**src/cfr_pkg.sv**
```systemverilog
// Constants and carrier types for the configuration register block
package cfr_pkg;

  ////////////////////////////////////////////////////////////////////////////
  // Register map
  localparam logic [7:0] CFR_ADDR_INPUT_LO = 8'h00;
  localparam logic [7:0] CFR_ADDR_INPUT_HI = 8'h01;
  localparam logic [7:0] CFR_ADDR_MASTER   = 8'h0E;
  localparam logic [7:0] CFR_ADDR_CONFIG   = 8'h0F;

  ////////////////////////////////////////////////////////////////////////////
  // Field positions of device_configuration
  localparam int CFR_BIT_CHANGE_FLAG  = 7;
  localparam int CFR_BIT_FLASH_STATUS = 6;
  localparam int CFR_BIT_PHASE1_LEVEL = 5;
  localparam int CFR_BIT_PHASE0_LEVEL = 4;
  localparam int CFR_BIT_IRQ_SELECT   = 3;
  localparam int CFR_BIT_SHARED_LEVEL = 2;
  localparam int CFR_BIT_FLASH_FLIP   = 1;
  localparam int CFR_BIT_FLASH_ENABLE = 0;

  // Writable part, D5..D0
  localparam int         CFR_CFG_W   = 6;
  localparam logic [5:0] CFR_CFG_RST = 6'h0C;

  localparam int CFR_PORTS  = 16;
  localparam int CFR_INT_W  = 4;
  localparam int CFR_SYNC_W = CFR_PORTS + 1;

  ////////////////////////////////////////////////////////////////////////////
  // Carriers
  typedef struct packed {
    logic phase1_level_bit;
    logic phase0_level_bit;
    logic irq_select;
    logic shared_level;
    logic flash_flip;
    logic flash_enable;
  } cfr_cfg_s;

  typedef struct packed {
    logic       wr;
    logic       rd;
    logic [7:0] addr;
    logic [7:0] wdata;
  } cfr_req_s;

endpackage

```
**src/cfr_config_reg.sv**
```systemverilog
// Configuration register with shared interrupt / auxiliary output pin logic
`timescale 1ns/1ps
`default_nettype none
module cfr_config_reg (
  // Clock and reset
  input  wire logic                       i_clk,
  input  wire logic                       i_sys_rst,
  // Internal register port from the serial front end
  input  wire cfr_pkg::cfr_req_s          i_reg_req,
  output var  logic [7:0]                 o_reg_rdata,
  output var  logic                       o_reg_rvalid,
  // Neighbouring register contents
  input  wire logic [3:0]                 i_master_intensity,
  input  wire logic [63:0]                i_port_intensity,
  input  wire logic [15:0]                i_port_is_input,
  // Pins
  input  wire logic [15:0]                i_port_pin,
  input  wire logic                       i_flash_phase_pin,
  output var  logic                       o_shared_irq_aux_pin_out,
  output var  logic                       o_shared_irq_aux_pin_oe_n,
  // Status towards the port and PWM logic
  output var  logic                       o_blink_phase,
  output var  logic [3:0]                 o_aux_output_intensity,
  output var  logic [63:0]                o_port_intensity_sel,
  output var  logic                       o_change_flag,
  output var  cfr_pkg::cfr_cfg_s          o_cfg
);
  import cfr_pkg::*;

  ////////////////////////////////////////////////////////////////////////////
  // Pin synchronisation
  logic [CFR_SYNC_W-1:0] sync_w;
  logic [15:0]           port_sync;
  logic                  flash_sync;

  cfr_sync2 #(.W(CFR_SYNC_W)) u_sync (
    .i_clk     (i_clk),
    .i_sys_rst (i_sys_rst),
    .i_async   ({i_flash_phase_pin, i_port_pin}),
    .o_sync    (sync_w)
  );

  assign port_sync  = sync_w[15:0];
  assign flash_sync = sync_w[CFR_SYNC_W-1];

  ////////////////////////////////////////////////////////////////////////////
  // Access decode
  wire cfg_hit  = (i_reg_req.addr == CFR_ADDR_CONFIG);
  wire cfg_wr   = i_reg_req.wr && cfg_hit;
  wire cfg_rd   = i_reg_req.rd && cfg_hit;
  wire in_lo_rd = i_reg_req.rd && (i_reg_req.addr == CFR_ADDR_INPUT_LO);
  wire in_hi_rd = i_reg_req.rd && (i_reg_req.addr == CFR_ADDR_INPUT_HI);

  ////////////////////////////////////////////////////////////////////////////
  // Configuration bits D5..D0
  cfr_cfg_s cfg_r;
  cfr_cfg_s cfg_nxt;

  // Upper data bits are status only
  assign cfg_nxt = cfg_wr ? cfr_cfg_s'(i_reg_req.wdata[CFR_CFG_W-1:0]) : cfg_r;

  always_ff @(posedge i_clk) begin
    if (i_sys_rst) begin
      cfg_r <= cfr_cfg_s'(CFR_CFG_RST);
    end else begin
      cfg_r <= cfg_nxt;
    end
  end

  ////////////////////////////////////////////////////////////////////////////
  // Change detection
  // Snapshot is taken one cycle after reset release, since a reset load
  // may only use constants; the flag is held off until then.
  logic [15:0] snap_r;
  logic [15:0] snap_nxt;
  logic        init_r;
  logic        flag_r;
  logic        flag_nxt;
  logic [15:0] diff;

  assign snap_nxt[7:0]  = (init_r || cfg_wr || in_lo_rd) ? port_sync[7:0]  : snap_r[7:0];
  assign snap_nxt[15:8] = (init_r || cfg_wr || in_hi_rd) ? port_sync[15:8] : snap_r[15:8];

  // Flag tracks live mismatch, so it drops when inputs return
  assign diff     = (port_sync ^ snap_nxt) & i_port_is_input;
  assign flag_nxt = ~init_r && (|diff);

  always_ff @(posedge i_clk) begin
    if (i_sys_rst) begin
      snap_r <= 16'h0000;
      init_r <= 1'b1;
      flag_r <= 1'b0;
    end else begin
      snap_r <= snap_nxt;
      init_r <= 1'b0;
      flag_r <= flag_nxt;
    end
  end

  ////////////////////////////////////////////////////////////////////////////
  // Blink phase and shared pin
  wire phase_nxt  = cfg_nxt.flash_enable & (cfg_nxt.flash_flip ^ flash_sync);
  wire aux_level  = phase_nxt ? cfg_nxt.phase1_level_bit
                              : cfg_nxt.phase0_level_bit;
  wire drive_low  = cfg_nxt.irq_select ? flag_nxt : ~aux_level;

  ////////////////////////////////////////////////////////////////////////////
  // Intensity selection
  logic [63:0] int_sel;

  generate
    for (genvar p = 0; p < CFR_PORTS; p++) begin : g_int
      assign int_sel[p*CFR_INT_W +: CFR_INT_W] =
        cfg_nxt.shared_level ? i_master_intensity
                             : i_port_intensity[p*CFR_INT_W +: CFR_INT_W];
    end
  endgenerate

  ////////////////////////////////////////////////////////////////////////////
  // Read data: live status in the top two bits
  wire [7:0] cfg_rdata = {flag_r, flash_sync, cfg_r};

  always_ff @(posedge i_clk) begin
    if (i_sys_rst) begin
      o_reg_rdata  <= 8'h00;
      o_reg_rvalid <= 1'b0;
    end else begin
      o_reg_rdata  <= cfg_rd ? cfg_rdata : 8'h00;
      o_reg_rvalid <= cfg_rd;
    end
  end

  ////////////////////////////////////////////////////////////////////////////
  // Registered outputs
  // Pin is open drain: level is always low, enable decides low or released
  always_ff @(posedge i_clk) begin
    if (i_sys_rst) begin
      o_shared_irq_aux_pin_out  <= 1'b0;
      o_shared_irq_aux_pin_oe_n <= 1'b1;
      o_blink_phase             <= 1'b0;
      o_aux_output_intensity    <= 4'h0;
      o_port_intensity_sel      <= 64'h0000_0000_0000_0000;
      o_change_flag             <= 1'b0;
      o_cfg                     <= cfr_cfg_s'(CFR_CFG_RST);
    end else begin
      o_shared_irq_aux_pin_out  <= 1'b0;
      o_shared_irq_aux_pin_oe_n <= ~drive_low;
      o_blink_phase             <= phase_nxt;
      o_aux_output_intensity    <= i_master_intensity;
      o_port_intensity_sel      <= int_sel;
      o_change_flag             <= flag_nxt;
      o_cfg                     <= cfg_nxt;
    end
  end

endmodule
`default_nettype wire

```
**src/cfr_sync2.sv**
```systemverilog
// Two flip-flop synchroniser for asynchronous pin inputs
`timescale 1ns/1ps
`default_nettype none
module cfr_sync2 #(
  parameter int W = 1
) (
  // Clock and reset
  input  wire logic         i_clk,
  input  wire logic         i_sys_rst,
  // Data
  input  wire logic [W-1:0] i_async,
  output var  logic [W-1:0] o_sync
);

  logic [W-1:0] meta_r;

  // First stage feeds only the second stage
  always_ff @(posedge i_clk) begin
    if (i_sys_rst) begin
      meta_r <= '0;
      o_sync <= '0;
    end else begin
      meta_r <= i_async;
      o_sync <= meta_r;
    end
  end

endmodule
`default_nettype wire

```
**config.mk**
```make
export PLATFORM = sky130hd
export DESIGN_NAME = cfr_config_reg
export DESIGN_NICKNAME = d
export VERILOG_FILES = /design/src/cfr_pkg.sv /design/src/cfr_config_reg.sv /design/src/cfr_sync2.sv
export SDC_FILE = /design/constraint.sdc
export NUM_CORES = 1
export LEC_CHECK = 0
export BUFFER_PORTS_ARGS = -buffer_cell sky130_fd_sc_hd__buf_2
export CAP_MARGIN = 20
export CORE_MARGIN = 8
export CORE_UTILIZATION = 50
export CTS_CLUSTER_DIAMETER = 200
export DETAILED_ROUTE_END_ITERATION = 8
export GPL_ROUTABILITY_DRIVEN = 0
export PLACE_DENSITY = 0.95
export RECOVER_POWER = 25
export SYNTH_ARGS = -nofsm -noshare
export SYNTH_HDL_FRONTEND = slang
export SYNTH_SLANG_ARGS = --single-unit
export TNS_END_PERCENT = 50
```
**constraint.sdc**
```tcl
create_clock -name i_clk -period 5.7 [get_ports i_clk]
set_input_delay 1.14 -clock i_clk [delete_from_list [all_inputs] [get_ports i_clk]]
set_output_delay 1.14 -clock i_clk [all_outputs]
set_load 0.005 [all_outputs]
```
Word level (Yosys, flattened, before mapping)

Index checks and enable logic that the tools add are counted.

Output and inout bits: 87
Bits of input ports: 121
Logic and storage cells: 60
Flip-flop bits (word level): 137

Equality and inequality tests: 2
Muxes and demuxes: 22
Bitwise gates (word level): 8
Reductions and logical operators: 11

Operators with widths:

| operator                                                               | count |
|---|---|
| 4-bit 2-to-1 mux                                                       | 16 |
| 16-bit AND                                                             | 1 |
| 8-bit 2-to-1 mux                                                       | 2 |
| 16-bit OR reduction                                                    | 1 |
| 16-bit bitwise XOR                                                     | 1 |
| 8-bit by 1-bit equality test with 1-bit output (second input constant) | 1 |
| 8-bit by 4-bit equality test with 1-bit output (second input constant) | 1 |
| 8-bit logical NOT                                                      | 1 |
| 6-bit 2-to-1 mux                                                       | 1 |
| 1-bit logical AND                                                      | 5 |
| 1-bit NOT                                                              | 4 |
| 1-bit logical OR                                                       | 3 |
| 1-bit 2-to-1 mux                                                       | 3 |
| 2-bit OR reduction                                                     | 1 |
| 1-bit AND                                                              | 1 |
| 1-bit bitwise XOR                                                      | 1 |

Logic depth before layout (Yosys ltp)

Gate-level depths: netlist of run 1.

Depth after elaboration: 11
Depth in mapped cells: 7
Depth with buffers taken out: 5

Hierarchy

Synthesis of run 1 repeated with hierarchy kept, for this count alone.

Cells, all modules: 392
Area, all modules: 4584.4 µm²

Modules (own cells, without submodules):

| module         | instances | cells an instance | area an instance (µm²) | seq. area each (µm²) |
|---|---|---|---|---|
| cfr_config_reg | 1         | 321               | 3647.2                 | 2062.0 |
| cfr_sync2      | 1         | 71                | 937.1                  | 680.7 |

Worst setup path after synthesis of run 1

Ideal clock, no wire load.

Path kind: input to register
Start point: input i_reg_req[13] (netlist bit)
End point: register o_port_intensity_sel[13]
Cell stages on the path: 7
Buffers on the path: 2
Library setup time: 114 ps
Data arrival time: 2581 ps
Slack: 3005 ps
Required time: 5586 ps
Cells stage by stage: nor4_4 nand3_4 mux2i_4 and2_4 buf_12 buf_12 a21o_1

Longest elaborated chain between the ends: 4

RTL lines:

| item                                           | line                  | text |
|---|---|---|
| from (decl)                                    | cfr_config_reg.sv:9   | `input wire cfr_pkg::cfr_req_s i_reg_req,` |
| 8-bit by 4-bit equality test with 1-bit output | cfr_config_reg.sv:48  | `wire cfg_hit = (i_reg_req.addr == CFR_ADDR_CONFIG);` |
| 1-bit logical AND                              | cfr_config_reg.sv:49  | `wire cfg_wr = i_reg_req.wr && cfg_hit;` |
| 6-bit 2-to-1 mux                               | cfr_config_reg.sv:60  | `assign cfg_nxt = cfg_wr ? cfr_cfg_s'(i_reg_req.wdata[CFR_CFG_W-1:0]) : cfg_r;` |
| 4-bit 2-to-1 mux                               | cfr_config_reg.sv:114 | `cfg_nxt.shared_level ? i_master_intensity` |
| to (signal assigned)                           | cfr_config_reg.sv:150 | `o_port_intensity_sel <= int_sel;` |
| to (decl)                                      | cfr_config_reg.sv:24  | `output var logic [63:0] o_port_intensity_sel,` |

Every way passes these cells.
A chain may end at the register's enable or synchronous reset.

==> results of run 1 <==
## worst register-to-register path, stage by stage, from the launching register on
cell      delay, ns
dfxtp_1        0.33
a21oi_1        0.86
a22o_1         0.34
a211oi_2       0.08
## final timing paths
kind / startpoint / to / cells after the start
hold reg to reg: u_sync.meta_r[8]$_SDFF_PP0_ / u_sync.o_sync[8]$_SDFF_PP0_ / 1
setup reg to reg: init_r$_DFF_P_ / o_shared_irq_aux_pin_oe_n$_SDFF_PP1_ / 3
setup / recovery: i_sys_rst / o_port_intensity_sel[44]$_SDFF_PP0_ / 6
hold / removal: u_sync.meta_r[8]$_SDFF_PP0_ / u_sync.o_sync[8]$_SDFF_PP0_ / 1
## flip-flops by register name, indices dropped and copies added, names as in the netlist
register	flops
o_reg_rdata	8
o_shared_irq_aux_pin_oe_n	1
o_blink_phase	1
o_cfg	6
o_reg_rvalid	1
init_r	1
o_port_intensity_sel	64
snap_r	16
u_sync.o_sync	17
o_aux_output_intensity	4
u_sync.meta_r	17
o_change_flag	1
## cell families (layout without fill, tap and decap cells)
| kind of cell | Yosys count | after routing | share of synthesized area |
|---|---|---|---|
| XOR/XNOR | 18 | 18 | 0.0347 |
| other | 1 | 1 | 0.000825 |
| buffers and inverters | 27 | 244 | 0.0481 |
| multiplexers | 22 | 22 | 0.0512 |
| AND/OR/NAND/NOR | 91 | 91 | 0.118 |
| AO/OA/AOI/OAI | 87 | 87 | 0.144 |
| flip-flops | 137 | 137 | 0.603 |
## power by group through the flow
| stage | sequential, uW | clock [uW] | combinational (uW) |
|---|---|---|---|
| after global routing | 1020 | 1230 | 173 |
| after floorplan | 1040 | 0 | 66.1 |
| after CTS | 1020 | 1190 | 160 |
| final | 1020 | 1170 | 158 |
| after global placement | 1030 | 0 | 153 |
| after detailed placement | 1040 | 0 | 158 |
## stage by stage
step                      setup slack [ns]  hold slack (ns)  power (uW)
after floorplan                       3.01            0.414        1110
after global placement                2.34            0.419        1190
final                                 2.20            0.434        2340
after global routing                  1.85            0.450        2420
after detailed placement              2.27            0.422        1200
after CTS                             2.78            0.436        2360
## metal layers
| metal | vias to the layer above | routed length [microns] | GRT usage | part of all wire |
|---|---|---|---|---|
| met4 | 0 | 227 | 0.0729 | 0.019 |
| met3 | 21 | 809 | 0.0780 | 0.066 |
| met5 | - | 0 | 0 | 0 |
| met1 | 1653 | 4460 | 0.188 | 0.36 |
| li1 | 1692 | - | - | - |
| met2 | 124 | 6750 | 0.361 | 0.55 |
## cell type report
class	instances	area [sq um]
clock inverter	13	214
fill	666	2860
timing repair buffer	210	1050
tap	111	139
multi-input combinational	219	1590
inverter	2	7.51
sequential	137	2740
clock buffer	19	422
## layout by cell type, fill, tap and decap left out, types with 8 or more instances in the layout
master and n:
a21o_1 65, a22oi_1 8, and2_1 8, buf_2 194
clkbuf_1 12, clkbuf_16 16, dfxtp_1 137, mux2i_1 21
nor2_1 22, nor2b_1 42, xor2_1 18
==> results.toml, run 1 <==
[timing]
min_period_ns = 3.50
hold_violations = 0
rsz0062_at_grt = "no"
fmaxAchievable_mhz = 285
drv_slew = 0
setup_viol = 0
max_slew.worst_pin.slew_ns = 1.44
skew_ns = 0.0157
tns_ns = 0
slew_headroom = 0.0374
finalCritPeriodShare = 0.615

[grt]
grt_max_degree = 66
antenna_found_initial = 0
grt_overflow_total = 0
grt_util_all_layers = 0.194
grt_pass1_vias = 3929
grt_pass1_wl_mm = 19.4

[floorplan]
start_util = 0.504
die_x_microns = 111
die_area_sq_um = 12400
ios = 208
num_rows = 35
die_y_microns = 111
core_region_area_sq_um = 9020

[drt]
vias = 3490
drcViolationCount = 0
first_pass_iters = 4
vias_per_cell = 4.91
drt_iter0_markers = 152
route.detailed.wl_per_inst_microns = 17.2
wirelength_mm = 12.3
postRouteAntennaNets = 0

[logic_synthesis]
synth_edf_count = 0
avgSynthCellArea_sq_um = 11.9
ys_warn_count = 0
synth_ff_type = "dfxtp_1"
netlist_instances = 383
synth_fp_nets = 504
synthArstFlopShare = 0
synth_most_common_cell = "dfxtp_1"
yosys-top-cells-area = "dfxtp_1 60%, a21o_1 11%, nor2b_1 5.8%"
yosys-top-cells-count = "137 x dfxtp_1, 65 x a21o_1, 42 x nor2b_1"
synth_top_area_frac = 0.603
synth_top_area_cell = "dfxtp_1"
synth.distinct_cells = 38
ys_seq_elements = 137
ys_seq_area_frac = 0.603
netlist_area_sq_um = 4550

[clock_tree]
clock_path_buffers = 2
clock_latency_ns = 0.50
cts_setup_buffers = 0
tritoncts = "built"
clockRootBuffer = "clkbuf_8"
clkTransAtPathRegs_ns = 0.06
htreeDepth = 4
clkSinkCount = 137
cts_resized = 0
cts_buffers = 17
cts_hold_buf = 0

[placed_design]
port_buffers = 204
placedInstanceArea_sq_um = 5530
dp_hpwl_mm = 9.12
place_inst = 677

[worst_setup_path]
required_ns = 6.08
cp_slowest_stage_delay_ns = 1.03
critPathMaxFanout = 36
endpoint_kind = "register"
path_delay_family = "buffers and inverters"
cp_slowest_cell = "clkbuf_1"
crit_chain = "clkbuf_1 > clkbuf_1 > nor2b_1 > nor2b_1 > buf_4 > a21o_1"
arrival_ns = 3.88
critPathBufInv = 3
critPathLaunchType = "primary input"
critical_path_class = "in -> reg"
r2r_slack_ns = 3.96

[power_and_ir_drop]
p_clk_frac = 0.498
vdd_drop_max_mv = 0.322
power_frac_comb = 0.068
power_frac_seq = 0.434
sw_frac_of_total = 0.211
p_sw_uw = 495
leakage_uw = 0.00345
power.density_nw_per_um2 = 380
p_int_uw = 1850

[min_path]
hp-class = "reg -> reg"

[cells_and_area]
layout.nets = 708
fin_cells = 711
fin_util = 0.683
drive_gt1_frac = 0.393
design_area_sq_um = 6160
syn2layout_area_growth_pct = 35.5
antennaDiodeCount = 0

[outcome]
outcome = "finished, final reports clean"

[flow_run]
cap_violations = 0
(Power assumes the default switching activity.)
==> run 2, diff against run 1 <==
--- a/config.mk
+++ b/config.mk
@@ -8,11 +8,11 @@
 export BUFFER_PORTS_ARGS = -buffer_cell sky130_fd_sc_hd__buf_2
 export CAP_MARGIN = 20
 export CORE_MARGIN = 8
-export CORE_UTILIZATION = 50
+export CORE_UTILIZATION = 46
 export CTS_CLUSTER_DIAMETER = 200
 export DETAILED_ROUTE_END_ITERATION = 8
 export GPL_ROUTABILITY_DRIVEN = 0
-export PLACE_DENSITY = 0.95
+export PLACE_DENSITY = 0.89
 export RECOVER_POWER = 25
 export SYNTH_ARGS = -nofsm -noshare
 export SYNTH_HDL_FRONTEND = slang
==> constraint.sdc (replaced) <==
create_clock -name i_clk -period 3.23 [get_ports i_clk]
set_input_delay 0.646 -clock i_clk [delete_from_list [all_inputs] [get_ports i_clk]]
set_output_delay 0.646 -clock i_clk [all_outputs]
set_load 0.005 [all_outputs]
==> results.toml, run 2 (synthesized netlist as in run 1, its figures left out) <==
[clock_tree]
clock_latency_ns = 0.52
htreeDepth = 4
cts_hold_buf = 0
tritoncts = "built"
clkTransAtPathRegs_ns = 0.06
cts_setup_buffers = 0
clkSinkCount = 137
clockRootBuffer = "clkbuf_8"
cts_buffers = 17
clock_path_buffers = 2
cts_resized = 0

[placed_design]
port_buffers = 204
placedInstanceArea_sq_um = 5590
place_ws_ns = 0.253
dp_hpwl_mm = 9.23

[cells_and_area]
largest_register_ffs = 64
syn2layout_area_growth_pct = 34.9
final_common_cell = "buf_2"
largest-register = "o_port_intensity_sel"
mostFrequentLayoutCells = "197 x buf_2, 137 x dfxtp_1, 65 x a21o_1"
layout.nets = 711
top_regs = "o_port_intensity_sel x64, u_sync.meta_r x17, u_sync.o_sync x17"
drive_gt1_frac = 0.400
design_area_sq_um = 6130

[grt]
grt_pass1_wl_mm = 18.5
grt_util_all_layers = 0.182
grt_overflow_total = 0
antenna_found_initial = 0
grt_max_degree = 37
grt_pass1_vias = 3818

[floorplan]
die_area_sq_um = 13300
core_region_area_sq_um = 9680
die_x_microns = 115
start_util = 0.470
ios = 208
num_rows = 36
die_y_microns = 115

[worst_setup_path]
critPathLaunchType = "primary input"
arrival_ns = 2.56
critPathMaxFanout = 32
endpoint_kind = "register"
critical_path_class = "in -> reg"
required_ns = 3.63

[power_and_ir_drop]
power_frac_comb = 0.073
vdd_drop_max_mv = 0.380
p_sw_uw = 883
sw_frac_of_total = 0.231
p_clk_frac = 0.458
power_frac_seq = 0.469
power.density_nw_per_um2 = 624
p_int_uw = 2940
leakage_uw = 0.00343

[timing]
drv_slew = 0
setup_viol = 0
rsz0062_at_grt = "no"
fmaxAchievable_mhz = 462
hold_violations = 0
finalCritPeriodShare = 0.670
min_period_ns = 2.16
skew_ns = 0.0126
tns_ns = 0
setup_ws_ns = 1.07
slew_headroom = 0.139
max_slew.worst_pin.slew_ns = 1.29

[drt]
wirelength_mm = 12.2
drt_iter0_markers = 157
vias_per_cell = 4.72
postRouteAntennaNets = 0
route.detailed.wl_per_inst_microns = 16.5
drcViolationCount = 0
vias = 3478
first_pass_iters = 4

[outcome]
outcome = "finished, final reports clean"

[flow_run]
cap_violations = 0

[min_path]
hp-class = "in -> reg"
[run 2: changes by cell type in the layout (fill, tap and decap cells not counted), sizes merged]
cell      delta
buf          +4
diode        +1
clkbuf       -1
clkinvlp     +2
bufinv       -4
clkinv       +4
inv          -2
[run 2: final timing paths]
path                           startpoint                              endpoint  slack (ns)  cells after the start
min reg2reg  u_sync.meta_r[16]$_SDFF_PP0_          u_sync.o_sync[16]$_SDFF_PP0_        0.43                      1
max                             i_sys_rst             o_reg_rdata[5]$_SDFF_PP0_        1.07                      4
min                  i_port_intensity[18]   o_port_intensity_sel[18]$_SDFF_PP0_        0.31                      2
max reg2reg                init_r$_DFF_P_  o_shared_irq_aux_pin_oe_n$_SDFF_PP1_        1.47                      3
[run 2: cell type report]
type	count	area, sq um
clock buffer	19	422
sequential	137	2740
clock inverter	13	123
antenna	1	2.50
multi-input combinational	219	1590
inverter	2	7.51
tap	133	166
timing repair buffer	213	1080
fill	756	3550
[run 2: layer usage]
metal,vias up,routed length (microns),share of wire,GRT usage
met1,1636,4380,0.36,0.174
met2,113,6580,0.54,0.329
met5,-,0,0,0
li1,1707,-,-,-
met3,22,920,0.076,0.0709
met4,0,285,0.023,0.0946
[run 2: worst max-delay path, stage by stage]
cell	delay [ns]
clkbuf_1	0.22
clkbuf_1	0.98
nor3_1	0.41
and2_1	0.29
[run 2: power groups by stage]
stage | Combinational (uW) | Sequential, uW | Clock [uW]
global route | 308 | 1800 | 1860
finish | 281 | 1790 | 1750
detailed placement | 282 | 1830 | 0
CTS | 286 | 1790 | 1780
global placement | 273 | 1830 | 0
floorplan | 117 | 1830 | 0
[run 2: stage by stage]
step / hold slack [ns] / std cells / power [uW] / utilization
after detailed placement: 0.420 / 702 / 2110 / 0.577
final: 0.314 / 737 / 3830 / 0.633
after floorplan: 0.414 / 383 / 1950 / -
after CTS: 0.298 / 734 / 3860 / 0.633
after global placement: 0.416 / 702 / 2100 / 0.577
after global routing: 0.297 / 736 / 3970 / 0.633
==> run 3, diff against run 2 <==
--- a/config.mk
+++ b/config.mk
@@ -5,10 +5,11 @@
 export SDC_FILE = /design/constraint.sdc
 export NUM_CORES = 1
 export LEC_CHECK = 0
+export ABC_AREA = 1
 export BUFFER_PORTS_ARGS = -buffer_cell sky130_fd_sc_hd__buf_2
 export CAP_MARGIN = 20
 export CORE_MARGIN = 8
-export CORE_UTILIZATION = 46
+export CORE_UTILIZATION = 47
 export CTS_CLUSTER_DIAMETER = 200
 export DETAILED_ROUTE_END_ITERATION = 8
 export GPL_ROUTABILITY_DRIVEN = 0
==> constraint.sdc (replaced) <==
create_clock -name i_clk -period 2.09 [get_ports i_clk]
set_input_delay 0.418 -clock i_clk [delete_from_list [all_inputs] [get_ports i_clk]]
set_output_delay 0.418 -clock i_clk [all_outputs]
set_load 0.005 [all_outputs]
==> results.toml, run 3 <==
[timing]
max_slew.worst_pin.slew_ns = 0.918
finalCritPeriodShare = 0.830
min_period_ns = 1.74
drv_slew = 0
hold_violations = 0
slew_headroom = 0.388
setup_viol = 0
rsz0062_at_grt = "no"
skew_ns = 0.00764
fmaxAchievable_mhz = 576
tns_ns = 0

[logic_synthesis]
synthArstFlopShare = 0
synth_top_area_frac = 0.574
netlist_area_sq_um = 4780
synth_edf_count = 0
synth.distinct_cells = 25
netlist_instances = 585
synth_top_area_cell = "dfxtp_1"
ys_seq_area_frac = 0.574
synth_most_common_cell = "dfxtp_1"
ys_warn_count = 0
ys_seq_elements = 137
yosys-top-cells-area = "dfxtp_1 57%, nand2_1 9.6%, nand3_1 9.1%"
synth_ff_type = "dfxtp_1"
avgSynthCellArea_sq_um = 8.17
yosys-top-cells-count = "137 x dfxtp_1, 122 x nand2_1, 87 x nand3_1"
synth_fp_nets = 706

[cells_and_area]
layout.nets = 914
largest_register_ffs = 64
final_common_cell = "buf_2"
drive_gt1_frac = 0.320
top_regs = "o_port_intensity_sel x64, u_sync.meta_r x17, u_sync.o_sync x17"
fin_util = 0.650
mostFrequentLayoutCells = "203 x buf_2, 137 x dfxtp_1, 122 x nand2_1"
largest-register = "o_port_intensity_sel"
syn2layout_area_growth_pct = 37.2
antennaDiodeCount = 0

[drt]
drt_iter0_markers = 417
wirelength_mm = 13.4
postRouteAntennaNets = 0
route.detailed.wl_per_inst_microns = 14.2
vias_per_cell = 4.75
vias = 4474
drcViolationCount = 0
first_pass_iters = 5

[worst_setup_path]
critical_path_class = "reg -> reg"
arrival_ns = 2.13
required_ns = 2.48
critPathLaunchType = "register"
endpoint_kind = "register"
r2r_slack_ns = 0.35
critPathMaxFanout = 13

[floorplan]
num_rows = 37
die_area_sq_um = 13700
die_x_microns = 117
ios = 208
start_util = 0.474
die_y_microns = 117
core_region_area_sq_um = 10100

[clock_tree]
tritoncts = "built"
clock_path_buffers = 2
clockRootBuffer = "clkbuf_8"
clkTransAtPathRegs_ns = 0.06
htreeDepth = 4
cts_hold_buf = 0
cts_setup_buffers = 0
cts_buffers = 17
cts_resized = 0
clkSinkCount = 137
clock_latency_ns = 0.50

[placed_design]
port_buffers = 204
dp_hpwl_mm = 9.91

[power_and_ir_drop]
power.density_nw_per_um2 = 953
total_power_uw = 6250
vdd_drop_max_mv = 0.525
leakage_uw = 0.00358

[grt]
grt_util_all_layers = 0.192
grt_max_degree = 69
grt_overflow_total = 0
antenna_found_initial = 0
grt_pass1_vias = 4327
grt_pass1_wl_mm = 20.4

[min_path]
hp-class = "in -> reg"

[flow_run]
cap_violations = 0

[outcome]
outcome = "finished, final reports clean"
[run 3: critical path, stage by stage, from the launching register on]
cell and delay, ns:
dfxtp_1 0.32, inv_1 0.35, nand3_2 0.26, nor2_1 0.19
nand2_1 0.07, nand2_1 0.05, nand2_1 0.05, nand2_1 0.05
nor2_1 0.04, nand2_1 0.06, nor2_1 0.08, nand2_1 0.07
nand2_1 0.04
[run 3: path summary, 6_finish.rpt]
path                                                to  depth (start not counted)                        start
setup / recovery  o_shared_irq_aux_pin_oe_n$_SDFF_PP1_                         12               init_r$_DFF_P_
hold / removal             u_sync.meta_r[9]$_SDFF_PP0_                          3                i_port_pin[9]
setup reg to reg  o_shared_irq_aux_pin_oe_n$_SDFF_PP1_                         12               init_r$_DFF_P_
hold reg to reg            u_sync.o_sync[7]$_SDFF_PP0_                          2  u_sync.meta_r[7]$_SDFF_PP0_
[run 3: cell families after synthesis]
family	after synthesis	share of synthesized area
and+or+nand+nor	315	0.299
other	1	0.000785
AOI/OAI and AO/OA	21	0.0301
DFF	137	0.574
buffers and inverters	111	0.0958
[run 3: final cells by class]
type	count	area [sq um]
clock buffers	18	418
clock inverters	14	186
fillers	874	3530
inverters	81	304
multi-input cells	337	1560
flip-flops and latches	137	2740
well taps	136	170
repair buffers	219	1170
[run 3: per-stage QoR]
step,hold slack [ns],area [sq um],std cells,setup slack (ns)
2_1_floorplan,0.388,4780,585,0.396
5_1_grt,0.0981,6560,942,0.162
3_3_place_gp,0.390,5980,910,0.0565
4_1_cts,0.0924,6580,942,0.366
3_5_place_dp,0.393,5980,910,0.0438
6_report,0.115,6560,942,0.354
[run 3: power by group]
| group | switching, uW | total [uW] | internal, uW |
|---|---|---|---|
| Combinational | 242 | 447 | 205 |
| Sequential | 35.6 | 2760 | 2730 |
| Clock | 1190 | 3040 | 1850 |
[run 3: routing by layer]
metal / part of all wire / vias to the layer above / track usage / wire length (microns)
met5: 0 / - / 0 / 0
met4: 0.019 / 0 / 0.0819 / 255
met3: 0.071 / 21 / 0.0498 / 946
met2: 0.51 / 166 / 0.322 / 6800
met1: 0.40 / 2054 / 0.227 / 5390
li1: - / 2233 / - / -
